File: src/hw/atadi_consts.vh
// Contract
// - data bus is 16 bits; registers use low 8 lines, data uses all 16.
// - first chip select plus address picks command block; reads and writes share slots.
// - second chip select picks alternate status, device control or drive address.
// - write strobe rising edge captures bus into addressed or data register.
// - read strobe low drives addressed register; host latches on rising edge.
// - interrupt driven only when drive selected and interrupts enabled, else floats.
// - pending interrupt clears on status read or command write.
// - device 1 asserts presence within 400 ms; device 0 waits 450 ms.
// - device 1 releases presence on first valid command; then activity indication.
// - after reset device 1 releases diagnostic within 1 ms, asserts within 30 s.
// - diagnostics command: device 1 releases diagnostic; device 0 waits 6 s; device 0 here does not wait, pdiag is only read back at drive address.
// - no device 1 presence: device 0 posts status, zeroes device 1 status.
// - cable select low means master, open or high means slave.
// - device pulls ready low at strobe falling edge when wait needed.
// - device raises DMA request when ready; host acknowledges.
// - data-out bursts latch 16-bit bus on both host strobe edges.
// - device holds its ready asserted in data-out bursts while it can accept.
// - data-in bursts: device toggles strobe, one word per edge; may pause.
// - busy clears within 9.5 us after reset release.
// - strobe, ready and stop lines take burst meanings while acknowledge held.
`ifndef ATADI_CONSTS_VH
`define ATADI_CONSTS_VH
`define ATADI_CLK_HZ        10000000
`define ATADI_T_BSY_NS      9500
`define ATADI_SYNC_LAT      5
`define ATADI_T_PRES_MS     400
`define ATADI_T_WAITP_MS    450
`define ATADI_T_DIAGREL_MS  1
`define ATADI_A_DATA        3'h0
`define ATADI_A_ERRFEAT     3'h1
`define ATADI_A_SECCNT      3'h2
`define ATADI_A_SECNUM      3'h3
`define ATADI_A_CYLLO       3'h4
`define ATADI_A_CYLHI       3'h5
`define ATADI_A_DRVHD       3'h6
`define ATADI_A_STATCMD     3'h7
`define ATADI_A_ALTCTL      3'h6
`define ATADI_A_DRVADR      3'h7
`define ATADI_B_DEV         4
`define ATADI_B_NIEN        1
`define ATADI_B_SRST        2
`define ATADI_B_BSY         7
`define ATADI_B_DRDY        6
`define ATADI_B_DRQ         3
`define ATADI_CMD_DIAG      8'h90
`define ATADI_STAT_ZERO     8'h00
`endif

File: src/hw/atadi_sync.v
`timescale 1ns/10ps
module atadi_sync #(
   parameter W = 1
) (
   input  wire         clk,
   input  wire         rst_n,
   input  wire [W-1:0] d,
   output reg  [W-1:0] q
);
   reg [W-1:0] meta_ff;
   always @(posedge clk or negedge rst_n) begin
      if (!rst_n) begin
         meta_ff <= {W{1'b0}};
         q       <= {W{1'b0}};
      end else begin
         meta_ff <= d;
         q       <= meta_ff;
      end
   end
endmodule // atadi_sync

File: src/hw/atadi_timer.v
`timescale 1ns/10ps
// down counter; done pulses once when a loaded count expires
module atadi_timer #(
   parameter W = 32
) (
   input  wire         clk,
   input  wire         rst_n,
   input  wire         load,
   input  wire [W-1:0] count,
   output reg          busy,
   output reg          done
);
   reg [W-1:0] cnt_ff;
   always @(posedge clk or negedge rst_n) begin
      if (!rst_n) begin
         cnt_ff <= {W{1'b0}};
         busy   <= 1'b0;
         done   <= 1'b0;
      end else begin
         done <= 1'b0;
         if (load) begin
            cnt_ff <= count;
            busy   <= 1'b1;
         end else if (busy) begin
            if (cnt_ff <= {{(W-1){1'b0}}, 1'b1}) begin
               busy <= 1'b0;
               done <= 1'b1;
            end else begin
               cnt_ff <= cnt_ff - {{(W-1){1'b0}}, 1'b1};
            end
         end
      end
   end
endmodule // atadi_timer

File: src/hw/atadi_top.v
`timescale 1ns/10ps
`include "atadi_consts.vh"
module atadi_top #(
   parameter [31:0] PRES_CYC  = (`ATADI_T_PRES_MS * (`ATADI_CLK_HZ / 1000)),
   parameter [31:0] WAITP_CYC = (`ATADI_T_WAITP_MS * (`ATADI_CLK_HZ / 1000)),
   parameter [31:0] DREL_CYC  = (`ATADI_T_DIAGREL_MS * (`ATADI_CLK_HZ / 1000)),
   parameter [31:0] DIAG_CYC  = 32'h0000_0400
) (
   // clock, reset
   input  wire        I_CLK,
   input  wire        I_RESETN,
   // host cable, all asynchronous
   input  wire        I_PIN_RESETN,
   input  wire [15:0] I_DD,
   output reg  [15:0] O_DD,
   output reg         O_DD_OE,
   input  wire [2:0]  I_DA,
   input  wire        I_CS0N,
   input  wire        I_CS1N,
   input  wire        I_DIOWN,
   input  wire        I_DIORN,
   input  wire        I_DMACKN,
   input  wire        I_CSEL,
   output reg         O_IORDY,
   output reg         O_IORDY_OE,
   output reg         O_INTRQ,
   output reg         O_INTRQ_OE,
   output reg         O_DMARQ,
   input  wire        I_DASPN,
   output reg         O_DASP_OE,
   input  wire        I_PDIAGN,
   output reg         O_PDIAG_OE,
   // drive processor side
   input  wire        I_CSEL_MODE,
   input  wire        I_IRQ_SET,
   input  wire        I_CMD_ACCEPT,
   input  wire        I_ACTIVE,
   input  wire        I_DIAG_DONE,
   input  wire        I_WAIT,
   input  wire        I_DMA_RDY,
   input  wire        I_UDMA_EN,
   input  wire        I_UDMA_IN,
   input  wire [15:0] I_RD_DATA,
   input  wire [7:0]  I_STATUS,
   input  wire [7:0]  I_ERROR,
   output reg         O_IS_MASTER,
   output reg         O_DEV1_ABSENT,
   output reg         O_BUSY,
   output reg         O_DATA_WR,
   output reg         O_DATA_RD,
   output reg         O_UDMA_STB,
   output reg         O_UDMA_STOP,
   output reg  [15:0] O_WR_DATA,
   output reg  [7:0]  O_CMD,
   output reg         O_CMD_STB,
   output reg  [7:0]  O_DEV1_STAT,
   output reg  [7:0]  O_FEAT,
   output reg  [7:0]  O_DEVCTL
);
////////////////////////////////////////////////////////////////////////////
   wire [15:0] dd_s;
   wire [2:0]  da_s;
   wire        rstp_s, cs0_s, cs1_s, iow_s, ior_s, ack_s, csel_s;
   wire        dasp_s, pdiag_s;
   atadi_sync #(.W(16)) u_sdd (.clk(I_CLK), .rst_n(I_RESETN),
      .d(I_DD), .q(dd_s));
   atadi_sync #(.W(13)) u_sctl (.clk(I_CLK), .rst_n(I_RESETN),
      .d({I_DA, I_PIN_RESETN, ~I_CS0N, ~I_CS1N, ~I_DIOWN, ~I_DIORN,
          ~I_DMACKN, I_CSEL, ~I_DASPN, ~I_PDIAGN}),
      .q({da_s, rstp_s, cs0_s, cs1_s, iow_s, ior_s, ack_s, csel_s,
          dasp_s, pdiag_s}));
   reg  iow_d_ff, ior_d_ff, rstp_d_ff;
   always @(posedge I_CLK or negedge I_RESETN) begin
      if (!I_RESETN) begin
         iow_d_ff  <= 1'b0;
         ior_d_ff  <= 1'b0;
         rstp_d_ff <= 1'b0;
      end else begin
         iow_d_ff  <= iow_s;
         ior_d_ff  <= ior_s;
         rstp_d_ff <= rstp_s;
      end
   end
   // in udma the write strobe is stop and read strobe is host strobe on data-out, host ready on data-in
   wire udma     = ack_s & I_UDMA_EN;
   wire iow_fall = iow_s & ~iow_d_ff & ~udma;
   wire iow_rise = ~iow_s & iow_d_ff & ~udma;
   wire ior_fall = ior_s & ~ior_d_ff & ~udma;
   wire ior_rise = ~ior_s & ior_d_ff & ~udma;
   wire hstb_edg = (ior_s ^ ior_d_ff) & udma & ~I_UDMA_IN;
   wire rst_rel  = rstp_s & ~rstp_d_ff;
   wire in_rst   = ~rstp_s;
////////////////////////////////////////////////////////////////////////////
   // strap sampled after release, never under async reset
   reg master_ff, irq_ff, dev1_seen_ff, first_cmd_ff, pres_win_ff;
   reg pdiag_drv_ff, srst_d_ff, busy_ff;
   reg [7:0] devctl_ff;
   // device select lives in the drive/head register
   reg       drvhd_dev_ff;
   wire      sel_dev = (drvhd_dev_ff == ~master_ff);
   wire      drvhd_wr = iow_rise & cs0_s & ~cs1_s &
                        (da_s == `ATADI_A_DRVHD);
   wire      cmd_wr  = iow_rise & cs0_s & ~cs1_s &
                       (da_s == `ATADI_A_STATCMD);
   wire      stat_rd = ior_rise & cs0_s & ~cs1_s &
                       (da_s == `ATADI_A_STATCMD);
   wire      ctl_wr  = iow_rise & cs1_s & ~cs0_s &
                       (da_s == `ATADI_A_ALTCTL);
   wire      srst_now = devctl_ff[`ATADI_B_SRST];
   wire      srst_rel = srst_d_ff & ~srst_now;
   wire      any_rel  = rst_rel | srst_rel;
   wire      diag_cmd = cmd_wr & (dd_s[7:0] == `ATADI_CMD_DIAG);
   wire      bsy_done, pres_done, drel_done, diag_done, wp_done;
   wire      bsy_busy, pres_busy, wp_busy;
   localparam [31:0] BSY_CYC =
      // pin sync and edge detect eat part of the budget
      (`ATADI_T_BSY_NS / (1000000000 / `ATADI_CLK_HZ)) -
      `ATADI_SYNC_LAT;
   atadi_timer u_tbsy (.clk(I_CLK), .rst_n(I_RESETN), .load(any_rel),
      .count(BSY_CYC), .busy(bsy_busy), .done(bsy_done));
   atadi_timer u_tpres (.clk(I_CLK), .rst_n(I_RESETN), .load(rst_rel),
      .count(PRES_CYC), .busy(pres_busy), .done(pres_done));
   atadi_timer u_twait (.clk(I_CLK), .rst_n(I_RESETN), .load(rst_rel),
      .count(WAITP_CYC), .busy(wp_busy), .done(wp_done));
   atadi_timer u_tdrel (.clk(I_CLK), .rst_n(I_RESETN),
      .load(any_rel | diag_cmd), .count(DREL_CYC), .busy(),
      .done(drel_done));
   atadi_timer u_tdiag (.clk(I_CLK), .rst_n(I_RESETN),
      .load(drel_done), .count(DIAG_CYC), .busy(),
      .done(diag_done));
////////////////////////////////////////////////////////////////////////////
   always @(posedge I_CLK or negedge I_RESETN) begin
      if (!I_RESETN) begin
         master_ff    <= 1'b1;
         irq_ff       <= 1'b0;
         dev1_seen_ff <= 1'b0;
         first_cmd_ff <= 1'b0;
         pres_win_ff  <= 1'b0;
         pdiag_drv_ff <= 1'b0;
         srst_d_ff    <= 1'b0;
         busy_ff      <= 1'b1;
         devctl_ff    <= 8'h00;
         drvhd_dev_ff <= 1'b0;
      end else begin
         srst_d_ff <= srst_now;
         if (rst_rel)
            master_ff <= I_CSEL_MODE ? ~csel_s : master_ff;
         // set wins over clear
         if (I_IRQ_SET)
            irq_ff <= 1'b1;
         else if (stat_rd | cmd_wr | in_rst)
            irq_ff <= 1'b0;
         if (in_rst) begin
            devctl_ff    <= 8'h00;
            drvhd_dev_ff <= 1'b0;
            busy_ff      <= 1'b1;
         end else begin
            if (ctl_wr)
               devctl_ff <= dd_s[7:0];
            if (drvhd_wr)
               drvhd_dev_ff <= dd_s[`ATADI_B_DEV];
            if (srst_now)
               busy_ff <= 1'b1;
            else if (bsy_done)
               busy_ff <= 1'b0;
         end
         // device 1 asserts presence until first valid command
         if (rst_rel) begin
            pres_win_ff  <= 1'b1;
            first_cmd_ff <= 1'b0;
         end else if (I_CMD_ACCEPT) begin
            pres_win_ff  <= 1'b0;
            first_cmd_ff <= 1'b1;
         end else if (pres_done & ~first_cmd_ff) begin
            pres_win_ff <= 1'b1;
         end
         // device 0 watches presence for the wait window
         if (rst_rel)
            dev1_seen_ff <= 1'b0;
         else if (wp_busy & dasp_s)
            dev1_seen_ff <= 1'b1;
         // device 1 diagnostic: release then assert when done
         if (in_rst | any_rel | diag_cmd)
            pdiag_drv_ff <= 1'b0;
         else if ((diag_done | I_DIAG_DONE) & ~busy_ff)
            pdiag_drv_ff <= 1'b1;
      end
   end
////////////////////////////////////////////////////////////////////////////
   // read mux; only low byte for registers
   reg [15:0] rd_mux;
   always @* begin
      rd_mux = 16'h0000;
      if (cs0_s & ~cs1_s) begin
         case (da_s)
            `ATADI_A_DATA:    rd_mux = I_RD_DATA;
            `ATADI_A_ERRFEAT: rd_mux = {8'h00, I_ERROR};
            `ATADI_A_STATCMD: rd_mux = {8'h00, busy_ff ?
               (I_STATUS | 8'h80) : I_STATUS};
            default:          rd_mux = {8'h00, I_STATUS};
         endcase
      end else if (cs1_s & ~cs0_s) begin
         case (da_s)
            `ATADI_A_ALTCTL: rd_mux = {8'h00, busy_ff ?
               (I_STATUS | 8'h80) : I_STATUS};
            `ATADI_A_DRVADR: rd_mux = {8'h00, 2'h0, ~pdiag_s,
               ~drvhd_dev_ff, drvhd_dev_ff,
               3'h0};
            default:         rd_mux = 16'h0000;
         endcase
      end
   end
////////////////////////////////////////////////////////////////////////////
   // udma data-in strobe toggles every clock while host ready, device ready and no stop
   reg dstb_ff;
   always @(posedge I_CLK or negedge I_RESETN) begin
      if (!I_RESETN) begin
         O_DD          <= 16'h0000;
         O_DD_OE       <= 1'b0;
         O_IORDY       <= 1'b1;
         O_IORDY_OE    <= 1'b0;
         O_INTRQ       <= 1'b0;
         O_INTRQ_OE    <= 1'b0;
         O_DMARQ       <= 1'b0;
         O_DASP_OE     <= 1'b0;
         O_PDIAG_OE    <= 1'b0;
         O_IS_MASTER   <= 1'b1;
         O_DEV1_ABSENT <= 1'b0;
         O_BUSY        <= 1'b1;
         O_DATA_WR     <= 1'b0;
         O_DATA_RD     <= 1'b0;
         O_UDMA_STB    <= 1'b0;
         O_UDMA_STOP   <= 1'b0;
         O_WR_DATA     <= 16'h0000;
         O_CMD         <= 8'h00;
         O_CMD_STB     <= 1'b0;
         O_DEV1_STAT   <= 8'h00;
         O_FEAT        <= 8'h00;
         O_DEVCTL      <= 8'h00;
         dstb_ff       <= 1'b0;
      end else begin
         O_IS_MASTER <= master_ff;
         O_BUSY      <= busy_ff;
         O_DEVCTL    <= devctl_ff;
         O_DATA_WR   <= 1'b0;
         O_DATA_RD   <= 1'b0;
         O_CMD_STB   <= 1'b0;
         O_UDMA_STB  <= 1'b0;
         if (iow_rise & cs0_s & ~cs1_s) begin
            O_WR_DATA <= dd_s;
            if (da_s == `ATADI_A_DATA)
               O_DATA_WR <= 1'b1;
            if (da_s == `ATADI_A_ERRFEAT)
               O_FEAT <= dd_s[7:0];
            if (da_s == `ATADI_A_STATCMD) begin
               O_CMD     <= dd_s[7:0];
               O_CMD_STB <= 1'b1;
            end
         end
         if (ior_rise & cs0_s & ~cs1_s & (da_s == `ATADI_A_DATA))
            O_DATA_RD <= 1'b1;
         if (hstb_edg) begin
            O_WR_DATA  <= dd_s;
            O_UDMA_STB <= 1'b1;
         end
         // stop is high on the pin; host ready is low-active
         O_UDMA_STOP <= udma & ~iow_s;
         // drive bus while read strobe low with this drive selected, or on udma data-in
         if (udma & I_UDMA_IN) begin
            O_DD_OE <= 1'b1;
            if (ior_s & I_DMA_RDY & iow_s) begin
               O_DD       <= I_RD_DATA;
               dstb_ff    <= ~dstb_ff;
               O_UDMA_STB <= 1'b1;
            end
         end else begin
            O_DD_OE <= ior_s & ~ack_s & (cs0_s ^ cs1_s) & sel_dev;
            O_DD    <= rd_mux;
         end
         // ready line: wait flag at strobe fall, or udma meanings
         if (udma) begin
            O_IORDY_OE <= 1'b1;
            O_IORDY    <= I_UDMA_IN ? dstb_ff : ~I_DMA_RDY;
         end else if (iow_fall | ior_fall) begin
            O_IORDY_OE <= I_WAIT;
            O_IORDY    <= ~I_WAIT;
         end else if (~(iow_s | ior_s) | ~I_WAIT) begin
            O_IORDY_OE <= 1'b0;
            O_IORDY    <= 1'b1;
         end
         O_DMARQ    <= I_DMA_RDY;
         O_INTRQ_OE <= sel_dev & ~devctl_ff[`ATADI_B_NIEN];
         O_INTRQ    <= irq_ff;
         O_DASP_OE  <= master_ff ? I_ACTIVE :
                       ((pres_win_ff & ~first_cmd_ff) |
                        (first_cmd_ff & I_ACTIVE));
         O_PDIAG_OE <= ~master_ff & pdiag_drv_ff;
         if (wp_done)
            O_DEV1_ABSENT <= master_ff & ~dev1_seen_ff;
         if (wp_done & master_ff & ~dev1_seen_ff)
            O_DEV1_STAT <= `ATADI_STAT_ZERO;
      end
   end
endmodule // atadi_top

File: config.mk
export PLATFORM = sky130hd
export DESIGN_NAME = atadi_top
export DESIGN_NICKNAME = d
export VERILOG_FILES = /design/src/hw/atadi_sync.v /design/src/hw/atadi_timer.v /design/src/hw/atadi_top.v
export VERILOG_INCLUDE_DIRS = /design/src /design/src/hw
export SDC_FILE = /design/constraint.sdc
export NUM_CORES = 1
export LEC_CHECK = 0
export BUFFER_PORTS_ARGS = -buffer_cell sky130_fd_sc_hd__buf_2
export CORE_UTILIZATION = 55
export CTS_CLUSTER_SIZE = 12
export DETAILED_ROUTE_END_ITERATION = 8
export MAX_ROUTING_LAYER = met4
export PLACE_DENSITY = 0.73
export SETUP_SLACK_MARGIN = 0.3
export SYNTH_ARGS = -nofsm -noshare
export SYNTH_HDL_FRONTEND = slang
export SYNTH_HIERARCHICAL = 1
export SYNTH_SLANG_ARGS = --single-unit
File: constraint.sdc
create_clock -name I_CLK -period 2.77 [get_ports I_CLK]
set_clock_uncertainty 0.05 [all_clocks]
set_input_delay 0.4155 -clock I_CLK [delete_from_list [all_inputs] [get_ports I_CLK]]
set_output_delay 0.4155 -clock I_CLK [all_outputs]
set_load 0.02 [all_outputs]
Word level (Yosys, flattened, before mapping)
Index checks and enable logic that the tools add are counted.
Word-level totals
  output and inout port bits: 80
  bits in registers: 319
Operators by class
  reduce and logical (&&, ||, !) cells: 22
  bitwise logic cells: 86
  multiplexer cells: 89
  equal/unequal tests: 14
  $lt $le $gt $ge: 5
  add/subtract/negate cells: 5
Operator list (number)
  32-bit two-way mux: 15
  32-bit by 1-bit <= comparator with 1-bit output (second input constant): 5
  32-bit by 1-bit subtractor with 32-bit output (second input constant): 5
  16-bit two-way mux: 5
  1-bit two-way mux: 63
  16-bit case mux with 3 select lines: 1
  1-bit bitwise AND: 42
  8-bit two-way mux: 4
  1-bit inverter: 31
  2-bit nonzero test: 10
  2-bit AND reduction: 9
  8-bit case mux with 2 select lines: 1
  2-bit != test (second input constant): 6
  1-bit OR: 11
  8-bit == test (second input constant): 1
  3-bit == test (second input constant): 2
  3-bit nonzero test: 2
  2-bit by 1-bit != test with 1-bit output (second input constant): 2
  3-bit by 1-bit == test with 1-bit output (second input constant): 1
  3-bit logical NOT: 1
  3-bit by 2-bit != test with 1-bit output (second input constant): 1
  1-bit XOR: 2
  1-bit == test: 1

Longest topological paths before layout
  word-level depth: 10
  gate-level depth with buffers: 10
  mapped depth without buffers: 9

By module
Netlist, hierarchy kept.
By module, submodules not included
  atadi_timer (u_tbsy ...): area each 2235.9 um2, times used 3, cells an instance 248, sequential area each 850.8 um2
  atadi_timer (u_tpres ...): area each 2123.3 um2, times used 2, cells an instance 250, sequential area each 850.8 um2
  atadi_top: area each 3956.3 um2, times used 1, cells an instance 323, sequential area each 2308.5 um2
  atadi_sync (u_sdd): area each 800.8 um2, times used 1, cells an instance 32, sequential area each 800.8 um2
  atadi_sync (u_sctl): area each 650.6 um2, times used 1, cells an instance 26, sequential area each 650.6 um2

Worst setup path before layout
No wires, ideal clock.
  kind: register to register
  start point: register u_sctl.q[3]
  end point: register u_tdrel.cnt_ff[12]
  required time: 2599 ps
  arrival time: 2318 ps
  cell stages (with the launch flop): 9
  path buffers: 3
  slack: 281 ps
  library setup time: 121 ps
  cells stage by stage: dfrtp_1 and2_1 buf_6 nor4_4 a31o_2 clkbuf_1 clkbuf_1 o21ai_0 a22o_1
On the way
  word-level cells in the longest chain between the ends: 10
  elaborated cells between the ends (all ways): 12
RTL lines
  from (decl): RTL line atadi_sync.v:8  | output reg [W-1:0] q
  from (signal assigned): RTL line atadi_sync.v:14  | q <= {W{1'b0}};
  from (signal assigned): RTL line atadi_sync.v:17  | q <= meta_ff;
  1-bit bitwise AND (*): RTL line atadi_top.v:85  | wire udma = ack_s & I_UDMA_EN;
  1-bit inverter (*): RTL line atadi_top.v:87  | wire iow_rise = ~iow_s & iow_d_ff & ~udma;
  1-bit bitwise AND (*): RTL line atadi_top.v:87
  1-bit bitwise AND (*) (3 in a row): RTL line atadi_top.v:103  | wire cmd_wr = iow_rise & cs0_s & ~cs1_s &
  named net cmd_wr: RTL line atadi_top.v:103
  1-bit bitwise AND (*): RTL line atadi_top.v:112  | wire diag_cmd = cmd_wr & (dd_s[7:0] == `ATADI_CMD_DIAG);
  1-bit OR (*): RTL line atadi_top.v:126  | .load(any_rel | diag_cmd), .count(DREL_CYC), .busy(),
  2-bit by 1-bit != test with 1-bit output (no source line) or 2-bit nonzero test (tied branches)
  2-bit AND reduction (no source line)
  to (signal assigned): RTL line atadi_timer.v:16  | cnt_ff <= {W{1'b0}};
  to (signal assigned): RTL line atadi_timer.v:22  | cnt_ff <= count;
  to (signal assigned): RTL line atadi_timer.v:29  | cnt_ff <= cnt_ff - {{(W-1){1'b0}}, 1'b1};
  to (decl): RTL line atadi_timer.v:13  | reg [W-1:0] cnt_ff;
Mark *: on every way through the listed nets, which the timed path passes. The rest lies on a longest branch.
A chain may end at the register's enable or synchronous reset.

Worst setup path in the final report
  start point: register u_twait.cnt_ff[10]
  end point: register u_twait.cnt_ff[20]
On the way
  word-level cells in the longest chain between the ends: 4
  elaborated cells between the ends (all ways): 7
RTL lines
  from (decl): RTL line atadi_timer.v:13
  from (signal assigned): RTL line atadi_timer.v:16
  from (signal assigned): RTL line atadi_timer.v:22
  from (signal assigned): RTL line atadi_timer.v:29
  32-bit by 1-bit subtractor with 32-bit output: RTL line atadi_timer.v:29
  32-bit two-way mux: RTL line atadi_timer.v:25  | if (cnt_ff <= {{(W-1){1'b0}}, 1'b1}) begin
  32-bit two-way mux: RTL line atadi_timer.v:24  | end else if (busy) begin
  32-bit two-way mux: RTL line atadi_timer.v:21  | if (load) begin
Parallel ways exist; a longest one is shown, timed or not. The select of a mux whose other input is x is not followed.

==> metrics.yaml <==
run_status:
  status: "finished clean"
timing:
  relSlewSlack: 0.3123
  worstMarginPinSlew_ns: 1.032
  max_freq_mhz: 409.7
  min_period_ns: 2.441
  hold_viol: 0
  rsz0062_at_grt: "true"
  finalMaxSlewViolations: 0
  tns_ns: 0
  setup_viol: 0
  fin_crit_sh: 0.8811
layout:
  layout_commonest_cell: "dfrtp_1"
  syn_to_final_growth_pct: 20.93
  fillers: 2243
  layout_common_cells: "dfrtp_1, conb_1, nor2_1"
  drive_gt1_frac: 0.2120
  nets: 2051
min_path:
  min_path_type: "input pin to flip-flop"
  min-delay-start: "I_DMACKN"
die:
  fp.dieH_um: 174.2
  rows: 62
  initial_core_util: 0.5637
  die_w_um: 174.2
  io_pins: 151
  die_area_sq_um: 30350
  core_area_sq_um: 28940
critical_path:
  cp-start-kind: "flip-flop"
  startpoint: "u_twait/cnt_ff[10]"
  crit-reg2reg-launch: "u_twait/cnt_ff[10]"
  worst-path-buf-inv: 0
  path_cells: "or3_4 > or4_4 > or3_4 > or4_1 > a31oi_1"
  crit_required_ns: 3.15
  critPathMaxStageDelay_ns: 0.46
  crit_type: "flip-flop to flip-flop"
  cpMostUsedCell: "or3_4"
  end_kind: "flip-flop"
  slowest_stage: "or4_4"
  cp.arrival_ns: 2.82
  worstPathMaxFanout: 7
  cp_top_family: "simple AND/OR/NAND/NOR gates"
placed_design:
  port_buffers: 142
  hpwl_mm: 26.43
  gp_congestion: 0.8988
power_and_ir_drop:
  p_switching_mw: 3.648
  p_int_mw: 8.917
  power_density_nw_per_um2: 636.9
  total_power_mw: 12.56
  vdd_drop_max_mv: 0.5012
  p_clk_frac: 0.371
  combPwrFrac: 0.167
  netSwitchingFraction: 0.2903
  p_leak_nw: 8.542
  seqPwrFrac: 0.462
route:
  routed-via-count: 13600
  wirelength_mm: 39.87
  wl_per_cell_um: 16.82
  ant_nets: 0
  drc: 0
  drt_iter0_drc: 1146
  via_per_inst: 5.738
  drtPass1Iterations: 4
grt:
  grt_pass1_wl_mm: 66.80
  gr-total-overflow: 0
  antenna_found_initial: 1
  grt_pass1_vias: 13310
  grt_usage: 0.2741
  grt_max_degree: 101
clock_network:
  htreeDepth: 2
  tritoncts: "built"
  cts_buffers: 36
  cts.sinks: 318
  clockBufferDepth: 3
  clk_root_buffer_cell: "clkbuf_16"
  path_clk_slew_ns: 0.06
  worstSkewPairLatency_ns: 0.51
yosys:
  syn_avg_cell_area_sq_um: 10.05
  synthCells: 1623
  syn_area_sq_um: 16310
  yosysWarnings: 6
run:
  cap_violations: 0
==> path summary, 6_finish.rpt <==
check / endpoint / slack [ns] / cells past startpoint
min in group asynchronous: u_tdiag/cnt_ff[18] / 0.42 / 2
max reg2reg: u_twait/cnt_ff[20] / 0.33 / 5
min: u_sctl/meta_ff[3] / 0.02 / 2
max: u_twait/cnt_ff[20] / 0.33 / 5
min reg2reg: u_sdd/q[12] / 0.30 / 0
max in group asynchronous: master_ff / 1.43 / 3
==> power by group through the flow <==
stage	clock network (mW)	registers (mW)	logic [mW]
floorplan	0	5.81	1.28
global placement	0	5.80	1.91
detailed placement	0	5.84	1.99
CTS	4.76	5.77	2.03
global route	4.93	5.88	2.34
finish	4.66	5.81	2.09
==> layer usage <==
layer	global-route usage	wire (um)	vias up
met5	-	0	-
met4	0.08882	1066	0
met3	0.02843	1557	85
met2	0.4401	19390	358
met1	0.3660	17860	6581
li1	-	-	6580
==> layout make-up <==
cell class	instances	area (sq um)	share of cell area
timing repair buffer	223	1471	0.07459
inverter	54	212.7	0.01078
clock buffer	50	1054	0.05341
tap	384	480.5	0.02436
sequential	318	7968	0.4039
multi-input combinational	1333	8429	0.4273
antenna	1	2.502	0.0001269
clock inverter	8	108.9	0.005518
==> repair_timing <==
item	in CTS	in global routing
hold endpoints to repair	86	0
gates cloned	0	2
resized for setup	6	36
setup endpoints to repair	5	55
pin swaps	0	6
setup buffers	0	7
hold buffers	27	0
==> flip-flops by register name, indices dropped and copies added, names as in the netlist, 16 cells and up <==
signal,cells
u_tbsy/cnt_ff,32
O_WR_DATA,16
O_DD,16
u_sdd/q,16
u_tdrel/cnt_ff,32
u_twait/cnt_ff,32
u_tdiag/cnt_ff,32
u_sdd/meta_ff,16
u_tpres/cnt_ff,32
==> per-stage QoR <==
stage	utilization	hold slack [ns]	setup WS [ns]	cell area (sq um)	cells
after global placement	0.6236	0.2815	0.2902	18040	2276
after detailed placement	0.6236	0.2855	0.1945	18040	2276
after floorplan	-	0.06991	0.3168	16940	1791
after CTS	0.6741	0.004044	0.3072	19510	2361
final	0.6817	0.01735	0.3293	19730	2371
after global routing	0.6817	0.006753	0.2376	19730	2371
No activity file was read; power rests on OpenSTA's default activity.
